File: src/hw/sdh_pkg.sv
// shared constants and types of the sd host command path
package sdh_pkg;
  // register byte offsets
  localparam logic [7:0] OFF_CLK_CTRL  = 8'h00;
  localparam logic [7:0] OFF_CMD_CTRL  = 8'h04;
  localparam logic [7:0] OFF_CMD_ARG   = 8'h08;
  localparam logic [7:0] OFF_TIMEOUT   = 8'h0c;
  localparam logic [7:0] OFF_STATUS    = 8'h10;
  localparam logic [7:0] OFF_IRQ_EN    = 8'h14;
  localparam logic [7:0] OFF_RESP_IDX  = 8'h18;
  localparam logic [7:0] OFF_RESP_ARG0 = 8'h1c;
  localparam logic [7:0] OFF_RESP_ARG1 = 8'h20;
  localparam logic [7:0] OFF_RESP_ARG2 = 8'h24;
  localparam logic [7:0] OFF_RESP_ARG3 = 8'h28;
  localparam logic [7:0] OFF_DAT_STAT  = 8'h2c;

  // field positions
  localparam int B_CLK_HALT  = 8;
  localparam int B_CLK_WIDE  = 9;
  localparam int B_RESP_EXP  = 8;
  localparam int B_RESP_LONG = 9;
  localparam int B_TX_EN     = 10;
  localparam int B_LAUNCH    = 16;
  localparam int B_ST_DONE   = 0;
  localparam int B_ST_CRC    = 1;
  localparam int B_ST_TMO    = 2;
  localparam int B_ST_BUSY   = 3;

  // reset values
  localparam logic [7:0]  RST_DIV     = 8'h77;
  localparam logic        RST_HALT    = 1'b1;
  localparam logic [31:0] RST_TIMEOUT = 32'h0000_00ff;

  // packet bit counts
  localparam logic [5:0] TX_DATA_BITS = 6'd40;
  localparam logic [5:0] TX_END_BIT   = 6'd47;
  localparam logic [5:0] TX_BITS      = 6'd48;
  localparam logic [5:0] TX_CRC_TOP   = 6'd46;
  localparam logic [7:0] RX_CRC_BITS  = 8'd40;
  localparam logic [7:0] RX_LAST_SHORT = 8'd47;
  localparam logic [7:0] RX_LAST_LONG  = 8'd135;

  typedef enum logic [2:0] {
    ST_IDLE  = 3'b000,
    ST_SEND  = 3'b001,
    ST_WAIT  = 3'b010,
    ST_RECV  = 3'b011,
    ST_CHECK = 3'b100
  } sdh_state_t;
endpackage

File: src/hw/sdh_cmd_path.sv
// sd host clock generator and command path with ahb-lite registers
// How it works
// - card clock is an output; cmd bits change on falling, sampled on rising edge
// - one clock, one cmd, four data lines; single-line mode shows only data line zero
// - for divider one and up, card clock rate equals hclk divided by divider field plus one
// - halt bit zero keeps card clock running, one stops it
// - every command leaves as one 48-bit serial packet
// - packet carries a 6-bit command number and 32-bit argument
// - start 0, transmission 1, argument bits 39..8, crc7 bits 7..1, end 1
// - command number from index field, argument from argument register
// - expect and long bits choose none, 48-bit or 136-bit response
// - complete flag on sent no-response command or any timely response
// - 48-bit response crc mismatch sets the crc error flag; 136-bit responses are not checked
// - no response start bit within timeout sets the timeout flag
// - busy bit shows a running command; launches meanwhile are ignored
// - data status register shows card busy on data line zero
// - response index and arguments stored; short argument in first word
`timescale 1ns/1ps
module sdh_cmd_path (
  input  wire logic        hclk,
  input  wire logic        hresetn,
  input  wire logic        hsel,
  input  wire logic [31:0] haddr,
  input  wire logic [1:0]  htrans,
  input  wire logic        hwrite,
  input  wire logic [2:0]  hsize,
  input  wire logic [31:0] hwdata,
  input  wire logic        hready,
  output logic      [31:0] hrdata,
  output logic             hreadyout,
  output logic             hresp,
  output logic             card_clk,
  output logic             cmd_o,
  output logic             cmd_oe,
  input  wire logic        cmd_i,
  input  wire logic [3:0]  dat_i,
  output logic             irq
);
  import sdh_pkg::*;

  // configuration and status registers
  logic [7:0]  div_q;
  logic        halt_q;
  logic        wide_q;
  logic [5:0]  idx_q;
  logic        rexp_q;
  logic        long_q;
  logic        txen_q;
  logic [31:0] arg_q;
  logic [31:0] tmo_q;
  logic        done_q;
  logic        crcerr_q;
  logic        tmoflag_q;
  logic [2:0]  ien_q;
  logic [5:0]  ridx_q;
  logic [31:0] rarg_q [4];

  // bus pipeline
  logic        wr_pend_q;
  logic [7:0]  waddr_q;
  logic [31:0] rdata_d;

  // link side
  logic [7:0]   cnt_q;
  logic [7:0]   cnt_d;
  logic         clk_d;
  sdh_state_t   state_q;
  logic [5:0]   bitcnt_q;
  logic [39:0]  tx_sh_q;
  logic [7:0]   rxcnt_q;
  logic [135:0] rx_sh_q;
  logic [31:0]  tcnt_q;
  logic         cmd_s;
  logic [3:0]   dat_s;
  logic [6:0]   crc_tx;
  logic [6:0]   crc_rx;

  // address phase decode
  wire         addr_take = hsel & htrans[1] & hready;
  wire         wr_take   = addr_take & hwrite;
  wire         rd_take   = addr_take & ~hwrite;
  wire [7:0]   raddr     = haddr[7:0];

  // data phase write strobes
  wire         we_clk  = wr_pend_q & (waddr_q == OFF_CLK_CTRL);
  wire         we_cmd  = wr_pend_q & (waddr_q == OFF_CMD_CTRL);
  wire         we_arg  = wr_pend_q & (waddr_q == OFF_CMD_ARG);
  wire         we_tmo  = wr_pend_q & (waddr_q == OFF_TIMEOUT);
  wire         we_sts  = wr_pend_q & (waddr_q == OFF_STATUS);
  wire         we_ien  = wr_pend_q & (waddr_q == OFF_IRQ_EN);

  // command engine control
  wire         busy      = (state_q != ST_IDLE);
  wire         launch    = we_cmd & hwdata[B_LAUNCH] & hwdata[B_TX_EN] & ~busy;

  // card clock divider
  wire [8:0]   period    = {1'b0, div_q} + 9'd1;
  wire [7:0]   half      = period[8:1];
  wire [7:0]   half_m1   = half - 8'd1;
  wire         wrap      = (cnt_q >= div_q);
  wire         rise_evt  = ~halt_q & wrap;
  wire         fall_evt  = ~halt_q & (cnt_q == half_m1);

  // transmit bit selection
  wire [5:0]   crc_pos   = TX_CRC_TOP - bitcnt_q;
  wire [2:0]   crc_sel   = crc_pos[2:0];
  wire         in_data   = (bitcnt_q < TX_DATA_BITS);
  wire         tx_bit    = in_data ? tx_sh_q[39] :
                           (bitcnt_q < TX_END_BIT) ? crc_tx[crc_sel] : 1'b1;
  wire         tx_crc_en = (state_q == ST_SEND) & fall_evt & in_data;

  // receive control
  wire         start_seen = (state_q == ST_WAIT) & rise_evt & ~cmd_s;
  wire         rx_bit_evt = (state_q == ST_RECV) & rise_evt;
  wire         rx_crc_en  = start_seen | (rx_bit_evt & (rxcnt_q < RX_CRC_BITS));
  wire [7:0]   rx_last    = long_q ? RX_LAST_LONG : RX_LAST_SHORT;
  wire         rx_crc_bad = ~long_q & (rx_sh_q[7:1] != crc_rx);
  wire         tmo_hit    = (state_q == ST_WAIT) & rise_evt & cmd_s & (tcnt_q == tmo_q);

  // flag set events
  wire         set_done  = ((state_q == ST_SEND) & fall_evt & (bitcnt_q == TX_BITS) & ~rexp_q)
                           | (state_q == ST_CHECK);
  wire         set_crc   = (state_q == ST_CHECK) & rx_crc_bad;
  wire         set_tmo   = tmo_hit;
  wire         clr_done  = we_sts & hwdata[B_ST_DONE];
  wire         clr_crc   = we_sts & hwdata[B_ST_CRC];
  wire         clr_tmo   = we_sts & hwdata[B_ST_TMO];

  // data line status: busy is data line zero held low
  wire [3:0]   dat_view  = wide_q ? dat_s : {3'b000, dat_s[0]};
  wire [31:0]  dat_stat  = {24'h0, dat_view, 3'b000, ~dat_s[0]};

  wire [31:0]  status    = {28'h0, busy, tmoflag_q, crcerr_q, done_q};

  sdh_sync #(.W(1)) u_sync_cmd (
    .clk   (hclk),
    .rst_n (hresetn),
    .din   (cmd_i),
    .dout  (cmd_s)
  );

  sdh_sync #(.W(4)) u_sync_dat (
    .clk   (hclk),
    .rst_n (hresetn),
    .din   (dat_i),
    .dout  (dat_s)
  );

  sdh_crc7 u_crc_tx (
    .clk   (hclk),
    .rst_n (hresetn),
    .clr   (launch),
    .en    (tx_crc_en),
    .din   (tx_sh_q[39]),
    .crc   (crc_tx)
  );

  sdh_crc7 u_crc_rx (
    .clk   (hclk),
    .rst_n (hresetn),
    .clr   (launch),
    .en    (rx_crc_en),
    .din   (cmd_s),
    .crc   (crc_rx)
  );

  // read mux on the address phase, registered into the data phase
  always_comb begin
    case (raddr)
      OFF_CLK_CTRL:  rdata_d = {22'h0, wide_q, halt_q, div_q};
      OFF_CMD_CTRL:  rdata_d = {21'h0, txen_q, long_q, rexp_q, 2'b00, idx_q};
      OFF_CMD_ARG:   rdata_d = arg_q;
      OFF_TIMEOUT:   rdata_d = tmo_q;
      OFF_STATUS:    rdata_d = status;
      OFF_IRQ_EN:    rdata_d = {29'h0, ien_q};
      OFF_RESP_IDX:  rdata_d = {26'h0, ridx_q};
      OFF_RESP_ARG0: rdata_d = rarg_q[0];
      OFF_RESP_ARG1: rdata_d = rarg_q[1];
      OFF_RESP_ARG2: rdata_d = rarg_q[2];
      OFF_RESP_ARG3: rdata_d = rarg_q[3];
      OFF_DAT_STAT:  rdata_d = dat_stat;
      default:       rdata_d = 32'h0;
    endcase
  end

  // bus slave: zero wait states, always okay
  always_ff @(posedge hclk or negedge hresetn) begin
    if (!hresetn) begin
      wr_pend_q <= 1'b0;
      waddr_q   <= 8'h00;
      hrdata    <= 32'h0;
      hreadyout <= 1'b0;
      hresp     <= 1'b0;
    end else begin
      wr_pend_q <= wr_take;
      waddr_q   <= raddr;
      hrdata    <= rd_take ? rdata_d : 32'h0;
      hreadyout <= 1'b1;
      hresp     <= 1'b0;
    end
  end

  // software written configuration
  always_ff @(posedge hclk or negedge hresetn) begin
    if (!hresetn) begin
      div_q  <= RST_DIV;
      halt_q <= RST_HALT;
      wide_q <= 1'b0;
      idx_q  <= 6'h00;
      rexp_q <= 1'b0;
      long_q <= 1'b0;
      txen_q <= 1'b0;
      arg_q  <= 32'h0;
      tmo_q  <= RST_TIMEOUT;
      ien_q  <= 3'b000;
    end else begin
      if (we_clk) begin
        div_q  <= hwdata[7:0];
        halt_q <= hwdata[B_CLK_HALT];
        wide_q <= hwdata[B_CLK_WIDE];
      end
      // command settings and argument are frozen while a command runs
      if (we_cmd & ~busy) begin
        idx_q  <= hwdata[5:0];
        rexp_q <= hwdata[B_RESP_EXP];
        long_q <= hwdata[B_RESP_LONG];
        txen_q <= hwdata[B_TX_EN];
      end
      if (we_arg & ~busy) begin
        arg_q <= hwdata;
      end
      if (we_tmo) begin
        tmo_q <= hwdata;
      end
      if (we_ien) begin
        ien_q <= hwdata[2:0];
      end
    end
  end

  // sticky flags, a set in the clearing cycle wins
  always_ff @(posedge hclk or negedge hresetn) begin
    if (!hresetn) begin
      done_q    <= 1'b0;
      crcerr_q  <= 1'b0;
      tmoflag_q <= 1'b0;
      irq       <= 1'b0;
    end else begin
      done_q    <= set_done | (done_q & ~clr_done);
      crcerr_q  <= set_crc | (crcerr_q & ~clr_crc);
      tmoflag_q <= set_tmo | (tmoflag_q & ~clr_tmo);
      irq       <= |({tmoflag_q, crcerr_q, done_q} & ien_q);
    end
  end

  // card clock: high for the first half of each divided period
  assign cnt_d = halt_q ? 8'h00 : (wrap ? 8'h00 : cnt_q + 8'd1);
  assign clk_d = ~halt_q & (cnt_d < half);

  always_ff @(posedge hclk or negedge hresetn) begin
    if (!hresetn) begin
      cnt_q    <= 8'h00;
      card_clk <= 1'b0;
    end else begin
      cnt_q    <= cnt_d;
      card_clk <= clk_d;
    end
  end

  // command sequencer
  always_ff @(posedge hclk or negedge hresetn) begin
    if (!hresetn) begin
      state_q  <= ST_IDLE;
      bitcnt_q <= 6'h00;
      tx_sh_q  <= 40'h0;
      rxcnt_q  <= 8'h00;
      rx_sh_q  <= 136'h0;
      tcnt_q   <= 32'h0;
      cmd_o    <= 1'b1;
      cmd_oe   <= 1'b0;
    end else begin
      case (state_q)
        ST_IDLE: begin
          if (launch) begin
            state_q  <= ST_SEND;
            bitcnt_q <= 6'h00;
            tx_sh_q  <= {2'b01, hwdata[5:0], arg_q};
          end
        end
        ST_SEND: begin
          if (fall_evt) begin
            if (bitcnt_q == TX_BITS) begin
              cmd_oe <= 1'b0;
              cmd_o  <= 1'b1;
              tcnt_q <= 32'h0;
              state_q <= rexp_q ? ST_WAIT : ST_IDLE;
            end else begin
              cmd_o    <= tx_bit;
              cmd_oe   <= 1'b1;
              bitcnt_q <= bitcnt_q + 6'd1;
              if (in_data) begin
                tx_sh_q <= {tx_sh_q[38:0], 1'b0};
              end
            end
          end
        end
        ST_WAIT: begin
          if (start_seen) begin
            rx_sh_q <= {rx_sh_q[134:0], 1'b0};
            rxcnt_q <= 8'd1;
            state_q <= ST_RECV;
          end else if (tmo_hit) begin
            state_q <= ST_IDLE;
          end else if (rise_evt) begin
            tcnt_q <= tcnt_q + 32'd1;
          end
        end
        ST_RECV: begin
          if (rx_bit_evt) begin
            rx_sh_q <= {rx_sh_q[134:0], cmd_s};
            rxcnt_q <= rxcnt_q + 8'd1;
            if (rxcnt_q == rx_last) begin
              state_q <= ST_CHECK;
            end
          end
        end
        ST_CHECK: begin
          state_q <= ST_IDLE;
        end
        default: begin
          state_q <= ST_IDLE;
        end
      endcase
    end
  end

  // response capture on completion
  always_ff @(posedge hclk or negedge hresetn) begin
    if (!hresetn) begin
      ridx_q    <= 6'h00;
      rarg_q[0] <= 32'h0;
      rarg_q[1] <= 32'h0;
      rarg_q[2] <= 32'h0;
      rarg_q[3] <= 32'h0;
    end else if (state_q == ST_CHECK) begin
      if (long_q) begin
        ridx_q    <= rx_sh_q[133:128];
        rarg_q[0] <= rx_sh_q[127:96];
        rarg_q[1] <= rx_sh_q[95:64];
        rarg_q[2] <= rx_sh_q[63:32];
        rarg_q[3] <= rx_sh_q[31:0];
      end else begin
        ridx_q    <= rx_sh_q[45:40];
        rarg_q[0] <= rx_sh_q[39:8];
      end
    end
  end
endmodule

File: src/hw/sdh_sync.sv
// two flip-flop synchroniser for pin inputs
`timescale 1ns/1ps
module sdh_sync #(
  parameter int W = 1
) (
  input  wire logic         clk,
  input  wire logic         rst_n,
  input  wire logic [W-1:0] din,
  output logic      [W-1:0] dout
);
  logic [W-1:0] meta_q;

  always_ff @(posedge clk or negedge rst_n) begin
    if (!rst_n) begin
      meta_q <= '1;
      dout   <= '1;
    end else begin
      meta_q <= din;
      dout   <= meta_q;
    end
  end
endmodule

File: src/hw/sdh_crc7.sv
// serial crc7 engine, polynomial x^7 + x^3 + 1
`timescale 1ns/1ps
module sdh_crc7 (
  input  wire logic       clk,
  input  wire logic       rst_n,
  input  wire logic       clr,
  input  wire logic       en,
  input  wire logic       din,
  output logic      [6:0] crc
);
  logic fb;

  assign fb = din ^ crc[6];

  always_ff @(posedge clk or negedge rst_n) begin
    if (!rst_n) begin
      crc <= 7'h00;
    end else if (clr) begin
      crc <= 7'h00;
    end else if (en) begin
      crc <= {crc[5:3], crc[2] ^ fb, crc[1:0], fb};
    end
  end
endmodule

File: config.mk
export PLATFORM = sky130hd
export DESIGN_NAME = sdh_cmd_path
export DESIGN_NICKNAME = d
export VERILOG_FILES = /design/src/hw/sdh_pkg.sv /design/src/hw/sdh_cmd_path.sv /design/src/hw/sdh_sync.sv /design/src/hw/sdh_crc7.sv
export SDC_FILE = /design/constraint.sdc
export NUM_CORES = 1
export LEC_CHECK = 0
export ABC_AREA = 1
export BUFFER_PORTS_ARGS = -buffer_cell sky130_fd_sc_hd__buf_2
export CAP_MARGIN = 20
export CORE_UTILIZATION = 39
export DETAILED_ROUTE_END_ITERATION = 8
export SLEW_MARGIN = 10
export SYNTH_ARGS = -nofsm -noshare
export SYNTH_HDL_FRONTEND = slang
export SYNTH_SLANG_ARGS = --single-unit
File: constraint.sdc
create_clock -name hclk -period 2.4 [get_ports hclk]
set_input_delay 0.24 -clock hclk [delete_from_list [all_inputs] [get_ports hclk]]
set_output_delay 0.24 -clock hclk [all_outputs]
set_load 0.02 [all_outputs]
# Word-level counts from Yosys, hierarchy flattened
# Cells that the tools add are included.
# classes
n_addsub,7
order_cmp,6
n_eq_ne,37
mux,48
n_bitwise,56
n_reduce_logical,17
# ops
operator,count
32-bit one-hot mux with 12 select lines,1
134-bit two-way mux,2
134-bit one-hot mux with 2 select lines,1
32-bit two-way mux,7
40-bit two-way mux,4
40-bit one-hot mux with 2 select lines,1
32-bit one-hot mux with 2 select lines,1
"8-bit by 5-bit == test with 1-bit output, second input constant",6
8-bit two-way mux,5
1-bit bitwise AND,36
"32-bit by 1-bit adder with 32-bit output, second input constant",1
32-bit == test,1
"8-bit by 4-bit == test with 1-bit output, second input constant",4
"8-bit by 6-bit == test with 1-bit output, second input constant",4
7-bit two-way mux,4
6-bit two-way mux,4
3-bit two-way mux,7
"2-bit inequality test, second input constant",9
"8-bit by 1-bit adder with 8-bit output, second input constant",2
"8-bit by 3-bit == test with 1-bit output, second input constant",2
8-bit == test,2
8-bit zero test,2
8-bit one-hot mux with 2 select lines,1
"6-bit < comparator, second input constant",2
34 further kinds,62
# totals
ff_bits,524
in_bits,79
out_inout_bits,38
word_cells,210

# Logic depth before layout (Yosys ltp)
# Gate-level depths: netlist (run 1).
# logic_depth
word_depth,9
ltp_mapped,20

# Modules after synthesis
# Synthesis (run 1) repeated with hierarchy kept, for this count alone.
# hier_totals
hier_cells,2930
hier_area_um2,24448.4
# modules_own_cells
module,n_inst,cells_each,area_each_um2,seq_area_each_um2
sdh_cmd_path,1,2848,23560.1,12532.0
sdh_crc7,2,36,312.8,175.2
sdh_sync at u_sync_dat,1,8,210.2,210.2
sdh_sync at u_sync_cmd,1,2,52.6,52.6

# Worst setup path before layout (run 1)
# Ideal clock, no wire load.
# synth_path
path_type,reg-to-reg
from,register div_q[0]
to,register tx_sh_q[28]
setup_time_ns,0.117
t_arrival_ns,2.381
required_time_ns,2.283
setup_slack_ns,-0.098
path_stages_with_launch,19
path_buffers,2
synth_period_minus_slack_ns,2.498
path_cell_list,dfstp_2 > ha_1 > inv_1 > nand2_1 > nand2_1 > ha_1 > xor2_1 > o211a_1 > nand2_1 > inv_1 > nand3_1 > nor2_2 > nand2_2 > nand2_4 > nand3_2 > buf_6 > buf_6 > nand2_1 > nand2_1
# synth_via
elab_chain_cells,6
# synth_lines
item,line_no,text
from (decl),sdh_cmd_path.sv:42,logic [7:0] div_q;
from (signal assigned),sdh_cmd_path.sv:218,div_q <= hwdata[7:0];
8-bit by 1-bit adder with 9-bit output,sdh_cmd_path.sv:97,"wire [8:0] period = {1'b0, div_q} + 9'd1;"
8-bit by 1-bit subtractor with 8-bit output,sdh_cmd_path.sv:99,wire [7:0] half_m1 = half - 8'd1;
8-bit == test,sdh_cmd_path.sv:102,wire fall_evt = ~halt_q & (cnt_q == half_m1);
1-bit bitwise AND,sdh_cmd_path.sv:102,
2-bit inequality test (no line),n/a,
5-bit AND reduction (no line),n/a,
to (signal assigned),sdh_cmd_path.sv:287,"tx_sh_q <= {2'b01, hwdata[5:0], arg_q};"
to (signal assigned),sdh_cmd_path.sv:302,"tx_sh_q <= {tx_sh_q[38:0], 1'b0};"
to (decl),sdh_cmd_path.sv:69,logic [39:0] tx_sh_q;
# No other way between the ends.
# A chain may end at the register's enable or synchronous reset.

# Final worst setup path (run 1)
# layout_path
from,register div_q[1]
to,register tcnt_q[2]
# layout_via
elab_chain_cells,7
# layout_lines
item,line_no,text
branches (longest 6 deep; another with 8-bit by 1-bit adder with 9-bit output),n/a,
6-bit AND reduction (no line) *,n/a,
to (signal assigned),sdh_cmd_path.sv:315,tcnt_q <= tcnt_q + 32'd1;
to (decl),sdh_cmd_path.sv:72,logic [31:0] tcnt_q;
# Every way passes the cells marked *.

==> results of run 1 <==
## synthesized netlist by cell type, types with 32 or more instances
library cell,count,area (um^2)
nor2_1,142,533
nand4_1,95,594
o221ai_1,39,342
nor3_1,45,225
inv_1,338,1270
dfrtp_1,498,12500
a221oi_1,42,368
o21ai_0,375,1880
nand2_1,946,3550
clkbuf_1,100,375
nand3_1,67,335
buf_2,32,160
xor2_1,43,377
## cells by family after synthesis
kind of cell               Yosys count  share of synthesized area (%)
DFF                                524                           53.8
adders and majority gates           21                           1.08
other                                2                         0.0308
xor gates and xnor gates            56                           2.01
and+or+nand+nor                   1327                           22.4
buffers and inverters              495                           8.02
AOI/OAI and AO/OA                  533                           12.6
## power breakdown
| part | internal, W | switching [W] | leakage [nW] | total [W] |
|---|---|---|---|---|
| sequential | 0.00926 | 0.000259 | 6.71 | 0.00952 |
| combinational | 0.00167 | 0.00286 | 7.22 | 0.00453 |
| clock | 0.00583 | 0.00402 | 1.01 | 0.00985 |
## per-layer routing
layer / up-vias / part of all wire [%]
met2: 720 / 46
met4: 2 / 3.4
met3: 169 / 6.8
met5: - / 0.0099
li1: 10200 / -
met1: 10700 / 44
## cell type report
class	instances	area, um^2
timing repair inverter	1	5.00
inverter	351	1330
fill	5778	30400
timing repair buffer	363	3870
clock inverter	39	592
clock buffer	71	1540
tap	837	1050
sequential	524	13100
multi-input combinational	1939	9890
## registers in the layout, indices dropped and copies added (netlist names), 3 cells and up
| register | cells |
|---|---|
| u_sync_dat.meta_q | 4 |
| ridx_q | 6 |
| ien_q | 3 |
| arg_q | 32 |
| u_crc_rx.crc | 7 |
| bitcnt_q | 6 |
| rxcnt_q | 8 |
| state_q | 3 |
| div_q | 8 |
| cnt_q | 8 |
| waddr_q | 8 |
| hrdata | 32 |
| u_sync_dat.dout | 4 |
| tx_sh_q | 40 |
| tcnt_q | 32 |
| rx_sh_q | 134 |
| tmo_q | 32 |
| rarg_q | 128 |
| idx_q | 6 |
| u_crc_tx.crc | 7 |
## critical path, cell delays in order, from the launching register on
cell and delay (ns):
dfstp_2 0.55, buf_4 0.12, buf_4 0.12, nand2_1 0.09
nor2_4 0.16, nand3_2 0.09, nand2_2 0.10, nand2_2 0.07
nor2_2 0.15, nand2_1 0.08, nand2_2 0.09, nand2_2 0.06
nor2_4 0.16, nand2_4 0.08, nand2_4 0.08, buf_12 0.12
nand3_4 0.16, clkbuf_16 0.23, nand2_1 0.06, nand2_1 0.05
## through the flow
stage | setup TNS, ns | hold WS [ns] | worst slack [ns]
global placement | -31.72 | 0.319 | -0.248
detailed placement | -44.58 | 0.326 | -0.300
CTS | -28.55 | 0.0439 | -0.274
floorplan | -0.236 | -0.0556 | -0.0236
global route | -58.98 | 0.0857 | -0.492
finish | -30.59 | 0.0586 | -0.338
## how the worst min path moves through the flow
stage | from | to | depth (start not counted)
5_1_grt | hwdata[16] | tmo_q[16] | 3
4_1_cts | hwdata[16] | tmo_q[16] | 3
6_report | hwdata[16] | arg_q[16] | 3
3_3_place_gp | hresetn | arg_q[5] | 1
2_1_floorplan | hresetn | arg_q[0] | 0
3_5_place_dp | hresetn | idx_q[4] | 1
## what timing repair did
action                     in CTS  in global routing
buffers inserted               31                 12
setup endpoints to repair     237                241
gates cloned                   24                  4
pin swaps                      16                 29
resized for setup             144                119
hold endpoints to repair      119                  0
hold buffers                   47                  0
==> results.cfg, run 1 <==
[floorplanning]
die_y_um = 252
io_pins = 117
std_cell_rows = 91
start_util_pct = 39.5
die-area_mm2 = 0.0636
dieWidth_um = 252
core-area_mm2 = 0.0618

[sta]
period_minus_slack_ns = 2.74
relSlewSlack_pct = 48.8
fin_skew_ns = 0.0522
drv_slew = 0
tightest_slew_ns = 0.768
finalSetupViolations = 178
final_hold_viol_count = 0
fmax_mhz = 365
rsz0062_at_grt = true
finalCritPeriodShare_pct = 114
setup_slack_ns = -0.338

[synthesis]
async_flop_share_pct = 100
syn_nets = 3058
yosysSeqAreaShare_pct = 53.8
synthCells = 2958
synth_edf_count = 0
yosys_warnings = 0
synth_cell_type_count = 48
yosys_register_bits = 524
synthFlopType = dfrtp_1
netlist_area_mm2 = 0.0244
syn_avg_cell_area_um2 = 8.25

[power]
irDropWorstVdd_uv = 569
p_leak_nw = 14.9
p_total_w = 0.0239
powerDensity_mw_per_mm2 = 761

[clocking]
cts_buffer_depth = 3
cts-root-buf = clkbuf_16
tritoncts = built
htreeDepth = 2
clk_latency_ns = 0.67
numCtsBuffers = 58
cts.clk_slew.worst_paths_ns = 0.06
cts_sinks = 524

[finish]
drive_gt1_share_pct = 18.0
final_cell_mix = nand2_1, dfrtp_1, inv_1
layoutNonFillerInstCount = 4125
final_util_pct = 50.8
synthToLayoutAreaGrowth_pct = 28.7
nets = 3338
fin_area_mm2 = 0.0314
mostFrequentLayoutCell = nand2_1
num_antenna_cells = 0

[grt]
grt_max_degree = 79
grt_use_met1_pct = 34.3
grt_util_all_layers_pct = 25.4
grtUsageMet3_pct = 5.52
grt_pass1_vias = 21800
grt_pass1_wl_um = 125000
grt-ovfl-total = 0
grt_most_used_layer = met2
antenna_found_initial = 2
use_met2_pct = 40.3

[route]
drt_iter0_markers = 1999
wirelength_um = 80400
dr.pass1.iters = 6
wire_per_inst_um = 19.5
drc = 0
vias_per_cell = 5.29
vias = 21800
ant_nets = 0

[placement]
place_area_mm2 = 0.0269
dp_hpwl_um = 54400
port_buffers = 87
gp_congestion = 0.892
place_inst = 3899

[job]
cap_violations = 0

[setup_path]
crit_path_end = tcnt_q[2]
worstPathRequired_ns = 2.92
crit_path_end_kind = flop
worst_r2r_endpoint = tcnt_q[2]
critPathMaxFanout = 8
crit_path_start_kind = flop
worst_r2r_path_depth = 19
r2r-start = div_q[1]
worstSetupPathType = reg -> reg
critPathLaunch = div_q[1]
r2r_slack_ns = -0.34
worst_ep_arrival_time_ns = 3.26

[status]
violations = negative setup slack
status = finished with violations

[worst_hold_path]
hp-class = in -> reg
Power figures use the tool's default switching activity.
==> run 2: changes to the inputs <==
--- a/config.mk
+++ b/config.mk
@@ -8,6 +8,7 @@
 export ABC_AREA = 1
 export BUFFER_PORTS_ARGS = -buffer_cell sky130_fd_sc_hd__buf_2
 export CAP_MARGIN = 20
+export CORE_ASPECT_RATIO = 2
 export CORE_UTILIZATION = 39
 export DETAILED_ROUTE_END_ITERATION = 8
 export SLEW_MARGIN = 10
==> results.cfg, run 2 (synthesis results as in run 1) <==
[status]
status = finished with violations
violations = negative setup slack

[floorplanning]
die-area_mm2 = 0.0637
std_cell_rows = 129
io_pins = 117
start_util_pct = 39.5
die_y_um = 356
dieWidth_um = 179
core-area_mm2 = 0.0618

[finish]
nets = 3327
largest_register_ffs = 134
mostFrequentLayoutCell = nand2_1
drive_gt1_share_pct = 18.9
num_antenna_cells = 0
final_cell_mix = nand2_1, dfrtp_1, inv_1
synthToLayoutAreaGrowth_pct = 25.9
fill_cells = 5744
reg_top3 = rx_sh_q (134), rarg_q (128), tx_sh_q (40)
fin_area_mm2 = 0.0307
top_register = rx_sh_q

[setup_path]
worstPathRequired_ns = 2.91
critPathMaxFanout = 7
worstSetupPathType = reg -> reg
crit_path_start_kind = flop
worst_ep_arrival_time_ns = 3.08
crit_path_end_kind = flop

[placement]
place_ws_ns = -0.332
port_buffers = 87
place_area_mm2 = 0.0270
gp_congestion = 0.989
dp_hpwl_um = 59800

[sta]
final_hold_viol_count = 0
finalCritPeriodShare_pct = 107
setup_slack_ns = -0.165
rsz0062_at_grt = true
tightest_slew_ns = 0.755
period_minus_slack_ns = 2.56
fin_skew_ns = 0.0287
drv_slew = 0
finalSetupViolations = 229
relSlewSlack_pct = 49.3
fmax_mhz = 390

[route]
wirelength_um = 85400
ant_nets = 0
vias_per_cell = 5.42
vias = 22000
dr.pass1.iters = 5
wire_per_inst_um = 21.1
drc = 0
drt_iter0_markers = 1878

[job]
cap_violations = 0

[power]
irDropWorstVdd_uv = 497
p_leak_nw = 14.8
powerDensity_mw_per_mm2 = 714

[clocking]
cts.clk_slew.worst_paths_ns = 0.07
htreeDepth = 2
clk_latency_ns = 0.61
cts-root-buf = clkbuf_16
cts_buffer_depth = 3
tritoncts = built
cts_sinks = 524
numCtsBuffers = 48

[grt]
grt_pass1_vias = 21800
antenna_found_initial = 3
grt_util_all_layers_pct = 26.1
grt-ovfl-total = 0
grt_max_degree = 84
grt_pass1_wl_um = 125000

[worst_hold_path]
hp-class = in -> reg
## run 2: cell count changes in the layout (fill, tap and decap cells not counted), moves of 6 or more
cell,before,now
buf_4,138,158
nand2_1,882,873
o21ai_1,53,44
o21ai_0,313,300
clkbuf_16,62,70
buf_12,42,27
bufbuf_16,7,0
o21ai_2,11,32
dlygate4sd3_1,47,41
buf_16,18,3
## run 2: area by class of cell
class	count	area, um^2	area share, %
Clock buffer	61	1350	4.40
Clock inverter	27	344	1.12
Timing Repair Buffer	362	3490	11.4
Tap cell	786	983	3.20
Inverter	351	1330	4.33
Multi-Input combinational cell	1940	10100	32.8
Sequential cell	524	13100	42.8
## run 2: worst max-delay path: stages, from the launching register on
cell and delay [ns]:
dfstp_2 0.57, buf_6 0.13, inv_4 0.04, ha_4 0.26
nand2_2 0.04, nand2_1 0.05, nand2_1 0.04, nand2_1 0.05
nand2_1 0.06, nand3_2 0.11, buf_6 0.12, nand2_8 0.06
nor2_4 0.15, nand2_8 0.12, nand2_8 0.15, clkbuf_16 0.22
clkbuf_16 0.17, nand2_2 0.05, o21ai_1 0.09
## run 2: what timing repair did
item                                   4_1_cts  5_1_grt
gates cloned                                 0       34
gates resized for setup                     76      224
endpoints found under the hold margin       98        0
setup endpoints to repair                  237      245
pin swaps                                   18       13
setup buffers                                6        9
hold buffers                                41        0
## run 2: metrics by stage
stage | instances | power, W | utilization, % | hold WS [ns] | setup TNS [ns]
detailed placement | 3873 | 0.0135 | 43.6 | 0.242 | -45.49
finish | 4051 | 0.0219 | 49.7 | 0.0129 | -22.03
global placement | 3873 | 0.0134 | 43.6 | 0.246 | -43.06
CTS | 4008 | 0.0220 | 47.6 | 0.000317 | -14.31
floorplan | 2958 | 0.0120 | - | -0.0556 | -0.236
global route | 4051 | 0.0228 | 49.7 | 0.0419 | -52.05
## run 2: where the power goes
part / internal, W / switching, W
sequential: 0.00925 / 0.000255
clock: 0.00469 / 0.00367
combinational: 0.00132 / 0.00276
## run 2: final timing paths
check,start,to,slack (ns),cells past startpoint
min in group asynchronous,hresetn,arg_q[26],0.20,2
hold reg to reg,u_sync_cmd.meta_q,u_sync_cmd.dout,0.36,0
setup / recovery,div_q[1],rx_sh_q[115],-0.16,18
max in group asynchronous,hresetn,cmd_o,1.31,3
hold / removal,hwdata[9],tmo_q[9],0.01,3
setup reg to reg,div_q[1],rx_sh_q[115],-0.16,18
## run 2: layer usage
| metal | vias to the layer above | track usage, % | share of wire (%) |
|---|---|---|---|
| met5 | - | 0 | 0.053 |
| met4 | 6 | 15.8 | 7.5 |
| met3 | 268 | 2.86 | 5.0 |
| met2 | 845 | 45.5 | 51 |
| met1 | 10700 | 30.3 | 37 |
| li1 | 10100 | - | - |
==> run 3: changes to the inputs <==
--- a/config.mk
+++ b/config.mk
@@ -10,6 +10,7 @@
 export CAP_MARGIN = 20
 export CORE_ASPECT_RATIO = 2
 export CORE_UTILIZATION = 39
+export CTS_BUF_LIST = sky130_fd_sc_hd__clkbuf_16
 export DETAILED_ROUTE_END_ITERATION = 8
 export SLEW_MARGIN = 10
 export SYNTH_ARGS = -nofsm -noshare
==> results.cfg, run 3 (synthesis results as in run 1) <==
[grt]
grt_pass1_wl_um = 126000
grt-ovfl-total = 0
grt_pass1_vias = 21800
antenna_found_initial = 3
grt_util_all_layers_pct = 26.1
grt_max_degree = 84

[clocking]
htreeDepth = 2
clk_latency_ns = 0.61
numCtsBuffers = 48
cts-root-buf = clkbuf_16
cts_sinks = 524
cts.clk_slew.worst_paths_ns = 0.07
cts_buffer_depth = 3
tritoncts = built

[power]
irDropWorstVdd_uv = 486
p_leak_nw = 15.8
powerDensity_mw_per_mm2 = 686

[setup_path]
worstSetupPathType = reg -> reg
critPathMaxFanout = 13
critical-path-max-stage-delay_ns = 0.57
cpMostUsedCell = nand2_1
worstPathRequired_ns = 2.93
worst_path_max_delay_cell = dfstp_2
cpLargestDelayFamily = buffers and inverters
cp.buffers_inverters = 7
crit_path_end_kind = flop
cp_cell_sequence = buf_6, inv_4, ha_4, nand2_2, nand2_1, nand2_1, nand2_1, nand2_1, nand3_2, buf_6, nand2_8, nor2_4, nand2_4, buf_12, nand2_8, buf_6, clkbuf_16, clkbuf_16, nand2_1, o21ai_1
crit_path_start_kind = flop
worst_ep_arrival_time_ns = 3.15

[job]
cap_violations = 0

[sta]
relSlewSlack_pct = 48.5
final_hold_viol_count = 0
hold_ws_ns = 0.0117
finalSetupViolations = 224
drv_slew = 0
fmax_mhz = 382
finalCritPeriodShare_pct = 109
rsz0062_at_grt = true
setup_slack_ns = -0.219
tightest_slew_ns = 0.767
fin_skew_ns = 0.0264
period_minus_slack_ns = 2.62

[route]
ant_nets = 0
vias = 22300
wire_per_inst_um = 21.3
drt_iter0_markers = 1806
wirelength_um = 86800
drc = 0
vias_per_cell = 5.49
dr.pass1.iters = 8

[placement]
port_buffers = 87
place_ws_ns = -0.332
dp_hpwl_um = 59800
place_area_mm2 = 0.0270
gp_congestion = 0.989
place_inst = 3873

[floorplanning]
std_cell_rows = 129
die_y_um = 356
die-area_mm2 = 0.0637
dieWidth_um = 179
start_util_pct = 39.5
io_pins = 117
core-area_mm2 = 0.0618

[finish]
largest_register_ffs = 134
fin_area_mm2 = 0.0317
nets = 3345
synthToLayoutAreaGrowth_pct = 30.0
reg_top3 = rx_sh_q (134), rarg_q (128), tx_sh_q (40)
num_antenna_cells = 0
final_cell_mix = nand2_1, dfrtp_1, inv_1
top_register = rx_sh_q
mostFrequentLayoutCell = nand2_1
fill_cells = 5652
final_util_pct = 51.3
drive_gt1_share_pct = 23.2
layoutNonFillerInstCount = 4069

[status]
violations = negative setup slack
status = finished with violations

[worst_hold_path]
hp-class = in -> reg
-- run 3: layout make-up --
| type | count | area, um^2 | share of cell area, % |
|---|---|---|---|
| flip-flops and latches | 524 | 13100 | 41.4 |
| multi-input cells | 1940 | 10800 | 33.9 |
| repair buffers | 380 | 3860 | 12.2 |
| inverters | 351 | 1350 | 4.24 |
| clock buffers | 50 | 1250 | 3.94 |
| well taps | 786 | 983 | 3.10 |
| clock inverters | 38 | 385 | 1.21 |
-- run 3: metrics by stage --
stage | TNS (ns) | power, W
after floorplan | -0.236 | 0.0120
after global placement | -43.06 | 0.0134
after detailed placement | -45.49 | 0.0135
after CTS | -11.74 | 0.0218
after global routing | -53.77 | 0.0226
final | -28.42 | 0.0218
-- run 3: report_power, final --
part | total (W) | internal, W | switching (W) | leakage (nW)
Combinational | 0.00412 | 0.00134 | 0.00278 | 8.31
Sequential | 0.00950 | 0.00925 | 0.000252 | 6.71
Clock | 0.00815 | 0.00448 | 0.00367 | 0.804
-- run 3: tightest hold or removal path: stages --
cell and delay (ns):
buf_2 0.14, inv_1 0.08, o21ai_0 0.08
-- run 3: routing by layer --
metal	share of wire, %	track usage (%)
met2	51	45.4
met3	5.3	2.86
met4	7.6	15.8
met1	36	30.3
met5	0.047	0
-- run 3: path summary, 6_finish.rpt --
kind / cells past startpoint / to / startpoint / slack, ns
setup reg to reg: 20 / rx_sh_q[128] / div_q[1] / -0.22
min in group asynchronous: 2 / arg_q[26] / hresetn / 0.20
max in group asynchronous: 4 / hrdata[22] / hresetn / 1.32
setup / recovery: 20 / rx_sh_q[128] / div_q[1] / -0.22
hold / removal: 3 / tmo_q[9] / hwdata[9] / 0.01
hold reg to reg: 0 / u_sync_cmd.dout / u_sync_cmd.meta_q / 0.36
-- run 3: what timing repair did --
item                                    CTS  global route
pin swaps                                17            23
gates resized for setup                  79           498
gates cloned                              0            39
hold buffers                             41             0
endpoints found under the hold margin    98             0
endpoints found under the setup margin  237           244
setup buffers                             5            23
